**src/jtp_pkg.sv**
```systemverilog
// Functional notes
// debugger pulses test reset low after power-up
// test reset selects system mode for cells
// test reset makes identification read current
// sample and advance only on enabled edges
// chain select loads 1000 on capture
// update connects shifted chain until reselected
// test reset selects scan chain zero
// chain select register is four bits
// internal test connects selected chain serially
// internal test switches cells to test mode
// internal test capture grabs core and system
// internal test shift moves captured data out
// identification read connects 32-bit device_identification
// identification read keeps cells in system mode
// capture loads fixed id with layout
// device_identification unchanged on update
// bypass connects one bit, system untouched
// bypass captures zero, update leaves it
// bypass output lags input one enabled cycle
// unassigned instruction codes act as bypass
// restart behaves exactly as bypass
// restart signals debug exit entering idle
// 4-bit ir captures 0001, updates instruction
// reserved chain numbers shift out zeros
// sixteen-state controller steps on mode select
// serial registers leave least significant first
package jtp_pkg;

	// ==========================================================
	// instruction codes
	localparam logic [3:0] INSN_SCAN_SEL = 4'h2;
	localparam logic [3:0] INSN_INTEST   = 4'hc;
	localparam logic [3:0] INSN_IDREAD   = 4'he;
	localparam logic [3:0] INSN_BYPASS   = 4'hf;
	localparam logic [3:0] INSN_RESTART  = 4'h4;

	// ==========================================================
	// capture and reset values, path lengths
	localparam logic [3:0] IR_CAPTURE    = 4'h1;   // fixed pattern loaded in capture-ir
	localparam logic [3:0] SEL_CAPTURE   = 4'h8;   // fixed pattern loaded in capture-dr
	localparam logic [3:0] CHAIN_RESET   = 4'h0;   // chain selected after test reset
	localparam int         LEN_SEL       = 4;      // chain select register length
	localparam int         LEN_ID        = 32;     // identification register length
	localparam int         LEN_BYP       = 1;      // passthrough register length

	// ==========================================================
	// controller states
	typedef enum logic [3:0] {
		ST_RESET  = 4'b0000,
		ST_IDLE   = 4'b0001,
		ST_SEL_DR = 4'b0010,
		ST_CAP_DR = 4'b0011,
		ST_SH_DR  = 4'b0100,
		ST_EX1_DR = 4'b0101,
		ST_PA_DR  = 4'b0110,
		ST_EX2_DR = 4'b0111,
		ST_UPD_DR = 4'b1000,
		ST_SEL_IR = 4'b1001,
		ST_CAP_IR = 4'b1010,
		ST_SH_IR  = 4'b1011,
		ST_EX1_IR = 4'b1100,
		ST_PA_IR  = 4'b1101,
		ST_EX2_IR = 4'b1110,
		ST_UPD_IR = 4'b1111
	} jtp_state_t;

	// data path chosen by the current instruction
	typedef enum logic [1:0] {
		PATH_SEL   = 2'b00,
		PATH_CHAIN = 2'b01,
		PATH_ID    = 2'b10,
		PATH_BYP   = 2'b11
	} jtp_path_t;

	// ==========================================================
	// instruction decode, shared by logic and checks
	function automatic jtp_path_t jtp_decode(input logic [3:0] insn);
		jtp_path_t p;
		case (insn)
			INSN_SCAN_SEL: p = PATH_SEL;
			INSN_INTEST:   p = PATH_CHAIN;
			INSN_IDREAD:   p = PATH_ID;
			default:       p = PATH_BYP;   // bypass, restart and all unused codes
		endcase
		return p;
	endfunction

endpackage

```
**src/jtp_fifo.sv**
```systemverilog
`timescale 1ns/1ps
`default_nettype none
module jtp_fifo #(
	parameter int WIDTH = 8,
	parameter int DEPTH = 16
) (
	// clocking
	input  wire logic             clk,
	input  wire logic             nrst,
	input  wire logic             ce,
	// filling side
	input  wire logic             in_valid,
	input  wire logic [WIDTH-1:0] in_data,
	output logic                  in_ready,
	// draining side
	output logic                  out_valid,
	output logic [WIDTH-1:0]      out_data,
	input  wire logic             out_ready
);
	localparam int AW = $clog2(DEPTH);

	// ==========================================================
	// storage and pointers
	logic [WIDTH-1:0] mem_reg [DEPTH];     // word storage
	logic [AW-1:0]    wr_reg, wr_next;     // write index
	logic [AW-1:0]    rd_reg, rd_next;     // read index
	logic [AW:0]      cnt_reg, cnt_next;   // words held
	logic             rdy_reg, rdy_next;   // room flag, kept as a flop
	logic             val_reg, val_next;   // data flag, kept as a flop
	logic             push, pop;

	assign in_ready  = rdy_reg;
	assign out_valid = val_reg;
	assign out_data  = mem_reg[rd_reg];
	assign push      = ce & in_valid & rdy_reg;
	assign pop       = ce & out_ready & val_reg;

	// next pointers and flags
	always_comb begin
		wr_next  = push ? AW'(wr_reg + 1'b1) : wr_reg;
		rd_next  = pop ? AW'(rd_reg + 1'b1) : rd_reg;
		cnt_next = cnt_reg;
		if (push && !pop) begin
			cnt_next = (AW+1)'(cnt_reg + 1'b1);
		end else if (pop && !push) begin
			cnt_next = (AW+1)'(cnt_reg - 1'b1);
		end
		// full and empty follow the count, so both stay honest
		rdy_next = (cnt_next != (AW+1)'(DEPTH));
		val_next = (cnt_next != '0);
	end

	// register pointers and flags
	always_ff @(posedge clk or negedge nrst) begin
		if (!nrst) begin
			wr_reg  <= '0;
			rd_reg  <= '0;
			cnt_reg <= '0;
			rdy_reg <= 1'b1;
			val_reg <= 1'b0;
		end else begin
			wr_reg  <= wr_next;
			rd_reg  <= rd_next;
			cnt_reg <= cnt_next;
			rdy_reg <= rdy_next;
			val_reg <= val_next;
		end
	end

	// storage writes, no reset needed for data
	always_ff @(posedge clk) begin
		if (push) begin
			mem_reg[wr_reg] <= in_data;
		end
	end

endmodule
`default_nettype wire

```
**src/jtp_tap.sv**
```systemverilog
`timescale 1ns/1ps
`default_nettype none
module jtp_tap #(
	parameter logic [3:0]  ID_VERSION = 4'h1,        // arbitrary value
	parameter logic [15:0] ID_PART    = 16'h0001,    // arbitrary value
	parameter logic [10:0] ID_MAKER   = 11'h001,     // arbitrary value
	parameter int          WORD_W     = 8,
	parameter int          FIFO_DEPTH = 16
) (
	// clocking and reset
	input  wire logic              clk,
	input  wire logic              nrst,
	input  wire logic              ce,
	// debugger pins
	input  wire logic              serial_test_in,
	input  wire logic              test_mode_select_in,
	input  wire logic              test_clock_enable,
	input  wire logic              test_port_reset_n,
	output logic                   serial_test_out,
	// scan chain control
	output logic [3:0]             chain_select,
	output logic                   scan_test_mode,
	output logic                   chain_capture,
	output logic                   chain_shift,
	output logic                   chain_update,
	output logic                   chain_serial_in,
	input  wire logic              chain_serial_out,
	// processor control
	output logic                   debug_exit,
	// stream of words shifted into the chain
	output logic [WORD_W-1:0]      word_data,
	output logic                   word_valid,
	input  wire logic              word_ready,
	output logic                   word_room
);
	localparam int CW = $clog2(WORD_W);
	localparam logic [31:0] ID_VALUE = {ID_VERSION, ID_PART, ID_MAKER, 1'b1};

	// ==========================================================
	// pin synchronisers with agreement filter
	logic [2:0] s1_reg, s1_next;           // first stage, read only by s2
	logic [2:0] s2_reg, s2_next;
	logic [2:0] s3_reg, s3_next;
	logic [2:0] filt_reg, filt_next;       // {clock enable, data in, mode select}
	logic       ten_reg, ten_next;         // filtered enable has just risen
	logic       tms_f, tdi_f, en;

	assign tms_f = filt_reg[0];
	assign tdi_f = filt_reg[1];
	// one step per enable pulse: the filter passes no pulse shorter than
	// two cycles, so a plain level would always take at least two steps
	assign en    = ce & ten_reg;

	// next sync values, frozen while ce is low
	always_comb begin
		s1_next   = s1_reg;
		s2_next   = s2_reg;
		s3_next   = s3_reg;
		filt_next = filt_reg;
		ten_next  = ten_reg;
		if (ce) begin
			s1_next = {test_clock_enable, serial_test_in, test_mode_select_in};
			s2_next = s1_reg;
			s3_next = s2_reg;
			// a bit only moves once two stages agree, which rejects glitches
			for (int i = 0; i < 3; i++) begin
				if (s2_reg[i] == s3_reg[i]) begin
					filt_next[i] = s3_reg[i];
				end
			end
			ten_next = filt_next[2] & ~filt_reg[2];
		end
	end

	// register sync stages
	always_ff @(posedge clk or negedge nrst) begin
		if (!nrst) begin
			s1_reg   <= 3'h0;
			s2_reg   <= 3'h0;
			s3_reg   <= 3'h0;
			filt_reg <= 3'h0;
			ten_reg  <= 1'b0;
		end else begin
			s1_reg   <= s1_next;
			s2_reg   <= s2_next;
			s3_reg   <= s3_next;
			filt_reg <= filt_next;
			ten_reg  <= ten_next;
		end
	end

	// ==========================================================
	// controller step
	function automatic jtp_pkg::jtp_state_t tap_step(input jtp_pkg::jtp_state_t s,
		input logic m);
		jtp_pkg::jtp_state_t n;
		case (s)
			jtp_pkg::ST_RESET:  n = m ? jtp_pkg::ST_RESET  : jtp_pkg::ST_IDLE;
			jtp_pkg::ST_IDLE:   n = m ? jtp_pkg::ST_SEL_DR : jtp_pkg::ST_IDLE;
			jtp_pkg::ST_SEL_DR: n = m ? jtp_pkg::ST_SEL_IR : jtp_pkg::ST_CAP_DR;
			jtp_pkg::ST_CAP_DR: n = m ? jtp_pkg::ST_EX1_DR : jtp_pkg::ST_SH_DR;
			jtp_pkg::ST_SH_DR:  n = m ? jtp_pkg::ST_EX1_DR : jtp_pkg::ST_SH_DR;
			jtp_pkg::ST_EX1_DR: n = m ? jtp_pkg::ST_UPD_DR : jtp_pkg::ST_PA_DR;
			jtp_pkg::ST_PA_DR:  n = m ? jtp_pkg::ST_EX2_DR : jtp_pkg::ST_PA_DR;
			jtp_pkg::ST_EX2_DR: n = m ? jtp_pkg::ST_UPD_DR : jtp_pkg::ST_SH_DR;
			jtp_pkg::ST_UPD_DR: n = m ? jtp_pkg::ST_SEL_DR : jtp_pkg::ST_IDLE;
			jtp_pkg::ST_SEL_IR: n = m ? jtp_pkg::ST_RESET  : jtp_pkg::ST_CAP_IR;
			jtp_pkg::ST_CAP_IR: n = m ? jtp_pkg::ST_EX1_IR : jtp_pkg::ST_SH_IR;
			jtp_pkg::ST_SH_IR:  n = m ? jtp_pkg::ST_EX1_IR : jtp_pkg::ST_SH_IR;
			jtp_pkg::ST_EX1_IR: n = m ? jtp_pkg::ST_UPD_IR : jtp_pkg::ST_PA_IR;
			jtp_pkg::ST_PA_IR:  n = m ? jtp_pkg::ST_EX2_IR : jtp_pkg::ST_PA_IR;
			jtp_pkg::ST_EX2_IR: n = m ? jtp_pkg::ST_UPD_IR : jtp_pkg::ST_SH_IR;
			jtp_pkg::ST_UPD_IR: n = m ? jtp_pkg::ST_SEL_DR : jtp_pkg::ST_IDLE;
			default:            n = jtp_pkg::ST_RESET;
		endcase
		return n;
	endfunction

	// shift one bit in at the top of a path, lsb leaves first
	function automatic logic [31:0] path_shift(input logic [31:0] d, input logic b,
		input int len);
		logic [31:0] r;
		r = d >> 1;
		r[len-1] = b;
		return r;
	endfunction

	// chain numbers with real chains behind them; others read as zeros
	function automatic logic chain_present(input logic [3:0] n);
		return (n == 4'h0) || (n == 4'h1) || (n == 4'h2) || (n == 4'hf);
	endfunction

	// ==========================================================
	// controller, instruction and data paths
	// test reset acts at once, like nrst, so both clear the port
	logic tap_rst_n;
	assign tap_rst_n = nrst & test_port_reset_n;

	jtp_pkg::jtp_state_t state_reg, state_next;
	jtp_pkg::jtp_path_t  path;
	logic [3:0]          irs_reg, irs_next;      // instruction shifter
	logic [3:0]          ir_reg, ir_next;        // current instruction
	logic [31:0]         dr_reg, dr_next;        // shared data shifter
	logic                tdo_reg, tdo_next;
	logic [3:0]          sel_reg, sel_next;      // active chain number
	logic                tm_reg, tm_next;        // scan cells in test mode
	logic                cap_reg, cap_next;
	logic                sh_reg, sh_next;
	logic                upd_reg, upd_next;
	logic                csi_reg, csi_next;
	logic                dx_reg, dx_next;
	logic [WORD_W-1:0]   pack_reg, pack_next;    // bits shifted into the chain
	logic [CW-1:0]       pcnt_reg, pcnt_next;
	logic                push_reg, push_next;
	logic [WORD_W-1:0]   pword_reg, pword_next;
	logic                fifo_room;

	assign path = jtp_pkg::jtp_decode(ir_reg);

	// next state of the whole port
	always_comb begin
		state_next = state_reg;
		irs_next   = irs_reg;
		ir_next    = ir_reg;
		dr_next    = dr_reg;
		tdo_next   = tdo_reg;
		sel_next   = sel_reg;
		tm_next    = tm_reg;
		cap_next   = 1'b0;
		sh_next    = 1'b0;
		upd_next   = 1'b0;
		csi_next   = csi_reg;
		dx_next    = 1'b0;
		pack_next  = pack_reg;
		pcnt_next  = pcnt_reg;
		push_next  = 1'b0;
		pword_next = pword_reg;
		if (!ce) begin
			// frozen: strobes hold as well
			cap_next  = cap_reg;
			sh_next   = sh_reg;
			upd_next  = upd_reg;
			dx_next   = dx_reg;
			push_next = push_reg;
		end else begin
			// cells follow the current instruction one clock later, on every ce cycle, without waiting for enable
			tm_next = (ir_reg == jtp_pkg::INSN_INTEST);
			if (en) begin
				state_next = tap_step(state_reg, tms_f);
				// restart: exit debug when idle is entered
				dx_next = (ir_reg == jtp_pkg::INSN_RESTART)
					&& (state_next == jtp_pkg::ST_IDLE) && (state_reg != jtp_pkg::ST_IDLE);
				case (state_reg)
					jtp_pkg::ST_RESET: begin
						ir_next = jtp_pkg::INSN_IDREAD;
					end
					jtp_pkg::ST_CAP_IR: begin
						irs_next = jtp_pkg::IR_CAPTURE;
					end
					jtp_pkg::ST_SH_IR: begin
						tdo_next = irs_reg[0];
						irs_next = {tdi_f, irs_reg[3:1]};
					end
					jtp_pkg::ST_UPD_IR: begin
						ir_next = irs_reg;
					end
					jtp_pkg::ST_CAP_DR: begin
						case (path)
							jtp_pkg::PATH_SEL:   dr_next = {28'h000_0000, jtp_pkg::SEL_CAPTURE};
							jtp_pkg::PATH_ID:    dr_next = ID_VALUE;
							jtp_pkg::PATH_CHAIN: cap_next = 1'b1;
							default:             dr_next = 32'h0000_0000;
						endcase
						pcnt_next = '0;
					end
					jtp_pkg::ST_SH_DR: begin
						case (path)
							jtp_pkg::PATH_SEL: begin
								tdo_next = dr_reg[0];
								dr_next  = path_shift(dr_reg, tdi_f, jtp_pkg::LEN_SEL);
							end
							jtp_pkg::PATH_ID: begin
								tdo_next = dr_reg[0];
								dr_next  = path_shift(dr_reg, tdi_f, jtp_pkg::LEN_ID);
							end
							jtp_pkg::PATH_CHAIN: begin
								// selected chain sits between the pins
								tdo_next = chain_present(sel_reg) & chain_serial_out;
								sh_next  = 1'b1;
								csi_next = tdi_f;
								pack_next = {tdi_f, pack_reg[WORD_W-1:1]};
								pcnt_next = CW'(pcnt_reg + 1'b1);
								if (pcnt_reg == CW'(WORD_W - 1)) begin
									push_next  = 1'b1;
									pword_next = {tdi_f, pack_reg[WORD_W-1:1]};
								end
							end
							default: begin
								// one-bit delay from in to out
								tdo_next = dr_reg[0];
								dr_next  = path_shift(dr_reg, tdi_f, jtp_pkg::LEN_BYP);
							end
						endcase
					end
					jtp_pkg::ST_UPD_DR: begin
						// id and passthrough ignore update
						if (path == jtp_pkg::PATH_SEL) begin
							sel_next = dr_reg[3:0];
						end else if (path == jtp_pkg::PATH_CHAIN) begin
							upd_next = 1'b1;
						end
					end
					default: begin
					end
				endcase
			end
		end
	end

	// register the port; test reset gives system mode, id read, chain 0
	always_ff @(posedge clk or negedge tap_rst_n) begin
		if (!tap_rst_n) begin
			state_reg <= jtp_pkg::ST_RESET;
			irs_reg   <= jtp_pkg::IR_CAPTURE;
			ir_reg    <= jtp_pkg::INSN_IDREAD;
			dr_reg    <= 32'h0000_0000;
			tdo_reg   <= 1'b0;
			sel_reg   <= jtp_pkg::CHAIN_RESET;
			tm_reg    <= 1'b0;
			cap_reg   <= 1'b0;
			sh_reg    <= 1'b0;
			upd_reg   <= 1'b0;
			csi_reg   <= 1'b0;
			dx_reg    <= 1'b0;
			pack_reg  <= '0;
			pcnt_reg  <= '0;
			push_reg  <= 1'b0;
			pword_reg <= '0;
		end else begin
			state_reg <= state_next;
			irs_reg   <= irs_next;
			ir_reg    <= ir_next;
			dr_reg    <= dr_next;
			tdo_reg   <= tdo_next;
			sel_reg   <= sel_next;
			tm_reg    <= tm_next;
			cap_reg   <= cap_next;
			sh_reg    <= sh_next;
			upd_reg   <= upd_next;
			csi_reg   <= csi_next;
			dx_reg    <= dx_next;
			pack_reg  <= pack_next;
			pcnt_reg  <= pcnt_next;
			push_reg  <= push_next;
			pword_reg <= pword_next;
		end
	end

	assign serial_test_out = tdo_reg;
	assign chain_select    = sel_reg;
	assign scan_test_mode  = tm_reg;
	assign chain_capture   = cap_reg;
	assign chain_shift     = sh_reg;
	assign chain_update    = upd_reg;
	assign chain_serial_in = csi_reg;
	assign debug_exit      = dx_reg;
	assign word_room       = fifo_room;

	// ==========================================================
	// word buffer; a word pushed while full is dropped, room shows it
	jtp_fifo #(
		.WIDTH (WORD_W),
		.DEPTH (FIFO_DEPTH)
	) u_fifo (
		.clk       (clk),
		.nrst      (nrst),
		.ce        (ce),
		.in_valid  (push_reg),
		.in_data   (pword_reg),
		.in_ready  (fifo_room),
		.out_valid (word_valid),
		.out_data  (word_data),
		.out_ready (word_ready)
	);

	// enabled steps with mode select high in a row, saturating at five
	logic [2:0] ones_reg, ones_next;

	always_comb begin
		ones_next = ones_reg;
		if (en) begin
			ones_next = (!tms_f) ? 3'h0 : (ones_reg == 3'h5) ? 3'h5 : 3'(ones_reg + 3'h1);
		end
	end

	always_ff @(posedge clk or negedge tap_rst_n) begin
		if (!tap_rst_n) begin
			ones_reg <= 3'h0;
		end else begin
			ones_reg <= ones_next;
		end
	end
endmodule
`default_nettype wire

```
**config.mk**
```make
export PLATFORM = sky130hd
export DESIGN_NAME = jtp_tap
export DESIGN_NICKNAME = d
export VERILOG_FILES = /design/src/jtp_pkg.sv /design/src/jtp_fifo.sv /design/src/jtp_tap.sv
export SDC_FILE = /design/constraint.sdc
export NUM_CORES = 1
export LEC_CHECK = 0
export ABC_AREA = 1
export ABC_CLOCK_PERIOD_IN_PS = 2570
export BUFFER_PORTS_ARGS = -buffer_cell sky130_fd_sc_hd__buf_2
export CAP_MARGIN = 20
export CORE_MARGIN = 5
export CORE_UTILIZATION = 30
export DETAILED_ROUTE_END_ITERATION = 8
export GPL_TIMING_DRIVEN = 0
export PLACE_DENSITY_LB_ADDON = 0.3
export SYNTH_ARGS = -nofsm -noshare
export SYNTH_HDL_FRONTEND = slang
export SYNTH_SLANG_ARGS = --single-unit
```
**constraint.sdc**
```tcl
create_clock -name clk -period 2.57 [get_ports clk]
set_clock_uncertainty 0.15 [all_clocks]
set_input_delay 0.1285 -clock clk [delete_from_list [all_inputs] [get_ports clk]]
set_output_delay 0.1285 -clock clk [all_outputs]
set_load 0.01 [all_outputs]
```
==> results.yml <==
synth:
  synth.most_common_cell: "nand2_1"
  yosys.area_share.simple: 0.141
  synth_edf_count: 128
  async_flop_share: 0.441
  synthesis.nets: 927
  synth_mux_area_frac: 0
  synth-seq-area-share: 0.643
  synthXorXnorAreaFrac: 0.00706
  synth-adder-area-share: 0.0114
  synth_top_area_cell: "edfxtp_1"
  synth_area_um2: 9920
  postSynthAreaPerCell_um2: 10.9
  yosys-top-cells-count: "nand2_1, edfxtp_1, nor2_1"
  synth_top_family_by_area: "simple AND/OR/NAND/NOR gates"
  netlist_instances: 909
  ys_ff_latch: 229
  yosys_most_used_dff: "edfxtp_1"
  netlist.area_leader.share: 0.387
  synth-compound-area-share: 0.139
  yosys_warnings: 0
  synth_area_leaders: "edfxtp_1, dfrtp_1, nand2_1, o21ai_0, nor2_1"
  synthDistinctLibCells: 41
placement:
  dp_slack_ns: 0.160
  placed_cell_area_um2: 10700
  routabilityCongestion: 0.880
  port_buffers: 28
  dpl.hpwl_mm: 15.2
sta:
  fmax_ghz: 0.395
  worst_slack_ns: 0.0400
  setup_viol: 0
  tightest_slew_ns: 0.923
  hold_violations: 0
  finalCritPeriodShare: 0.984
  slew_headroom: 0.382
  slew_viol_final: 0
  min_period_ns: 2.53
  setup-tns-final_ns: 0
cells_and_area:
  final_area_um2: 11800
  largest_reg_flops: 128
  num-nets-final: 998
  antenna_cells: 0
  area_growth_pct: 18.7
  drive_above_1_share: 0.185
  final_util: 0.361
  nFillCells: 3225
route:
  vias: 6630
  firstDrtPassIters: 5
  met2WireLength_mm: 10.5
  top_layer: "met4"
  drt_iter0_drc: 450
  routed_wl_mm: 23.2
  drc: 0
  wl_met1_mm: 11.0
  routedWlPerCell_um: 16.1
  via_per_inst: 4.60
  wl_met3_mm: 1.16
  postRouteAntennaNets: 0
grt:
  grt_pass1_vias: 6631
  grt_max_degree: 61
  grt_pass1_wl_mm: 37.2
  antenna_found_initial: 0
  overflow: 0
  grtUsageTotal: 0.128
clocking:
  cts_tree: "built"
  clk_latency_ns: 0.53
  cts_made_buffers: 26
  clock_path_buffers: 3
  cts_max_level: 1
  clk_pin_slew_worst_paths_ns: 0.06
  clkSinkCount: 229
  root_buffer: "clkbuf_16"
min_path:
  hold_class: "in2async"
worst_setup_path:
  crit_type: "reg2out"
  crit_fanout: 10
  cp-end-kind: "output port"
  worst_ep_arrival_time_ns: 2.25
  startpoint_type: "register"
  cp.required_ns: 2.29
die:
  start_util: 0.304
  fp.dieH_um: 192
  core_area_um2: 32600
  die_x_um: 192
  io_pins: 30
  dieArea_um2: 36800
  num_rows: 66
pwr:
  p_per_area_nw_per_um2: 1030
  irDropWorstVdd_v: 0.000505
  p_leak_nw: 5.16
  power.total_mw: 12.1
outcome:
  status: "completed"
job:
  cap_violations: 0
## where the power goes
part,total (mW),switching [mW],internal (mW)
clock network,3.76,1.44,2.31
logic,3.81,2.43,1.38
registers,4.53,0.249,4.28
## timing repair
item | 4_1_cts | 5_1_grt
hold buffers | 12 | 0
gates cloned | 0 | 0
pin swaps | 3 | 7
setup buffers | 1 | 1
hold endpoints to repair | 129 | 0
resized for setup | 32 | 17
setup endpoints to repair | 8 | 8
## logic make-up (layout without fill, tap and decap cells)
logic type / after synthesis / after routing
AOI/OAI and AO/OA: 204 / 204
xor gates and xnor gates: 8 / 8
adders and majority gates: 9 / 9
buffers and inverters: 136 / 225
DFF: 229 / 229
and+or+nand+nor: 323 / 323
## final timing paths
kind	end	startpoint	slack, ns	cells after the start
min in group clk	s2_reg[1]	s2_reg[1]	0.33	2
worst max register to register	u_fifo.mem_reg[8][6]	u_fifo.in_ready	0.35	4
worst min register to register	s2_reg[1]	s2_reg[1]	0.33	2
worst max-delay path	word_data[5]	u_fifo.rd_reg[0]	0.04	9
max in group asynchronous	ir_reg[1]	nrst	1.05	5
worst min-delay path	u_fifo.cnt_reg[3]	nrst	0.05	2
## critical path: stages, from the launching register on
cell and delay, ns:
dfrtp_1 0.42, buf_6 0.17, inv_2 0.10, buf_12 0.15
buf_12 0.14, o21ai_0 0.07, o221ai_1 0.21, nand3_1 0.21
nand2_1 0.12, buf_2 0.13
## layer usage
metal  vias up  global-route usage
met4         0              0.0309
met3        37              0.0240
met5         -                   0
li1       3252                   -
met2       134               0.203
met1      3207               0.181
## final cells by class
cell class | instances | area (um2) | area share
Tap cell | 442 | 553 | 0.0469
Sequential cell | 229 | 6380 | 0.541
Multi-Input combinational cell | 544 | 2990 | 0.254
Timing Repair Buffer | 44 | 308 | 0.0261
Buffer | 39 | 319 | 0.0271
Clock inverter | 12 | 158 | 0.0134
Clock buffer | 34 | 702 | 0.0596
Inverter | 96 | 373 | 0.0317
## metrics by stage
step	hold WS (ns)	std cells
after floorplan	-0.317	909
after global placement	0.0704	1379
after detailed placement	-0.0200	1381
after CTS	0.0497	1440
after global routing	0.128	1440
final	0.0542	1440
## cells in the final DEF (no fill, tap or decap), types with 3 or more instances in the layout
| cell type | netlist | final |
|---|---|---|
| clkbuf_2 | 0 | 9 |
| o211ai_1 | 18 | 18 |
| edfxtp_1 | 128 | 128 |
| nor2_4 | 3 | 3 |
| inv_4 | 2 | 3 |
| buf_6 | 7 | 10 |
| buf_12 | 0 | 3 |
| nand4_1 | 4 | 4 |
| dfrtp_1 | 96 | 95 |
| ha_1 | 9 | 9 |
| nand2_2 | 4 | 4 |
| bufinv_16 | 0 | 4 |
| o21ai_1 | 10 | 11 |
| inv_2 | 8 | 8 |
| inv_1 | 84 | 82 |
| buf_2 | 13 | 35 |
| o221ai_1 | 15 | 12 |
| nand2_4 | 3 | 3 |
| nand2_1 | 147 | 147 |
| o21ai_0 | 102 | 101 |
| nor3_1 | 4 | 3 |
| nor2_1 | 112 | 112 |
| clkinv_1 | 2 | 6 |
| clkinv_2 | 0 | 3 |
| o21ai_2 | 10 | 10 |
| nor2_2 | 5 | 5 |
| o221ai_2 | 0 | 3 |
| clkbuf_1 | 18 | 12 |
| buf_4 | 1 | 5 |
| nand3_1 | 32 | 30 |
| o22ai_2 | 27 | 27 |
| a21oi_1 | 16 | 16 |
| dfstp_2 | 5 | 5 |
| nand3_2 | 4 | 6 |
| xor2_1 | 8 | 8 |
| clkbuf_16 | 0 | 27 |
| dlygate4sd3_1 | 0 | 12 |
Note: power is estimated with default switching activity, not from simulation.
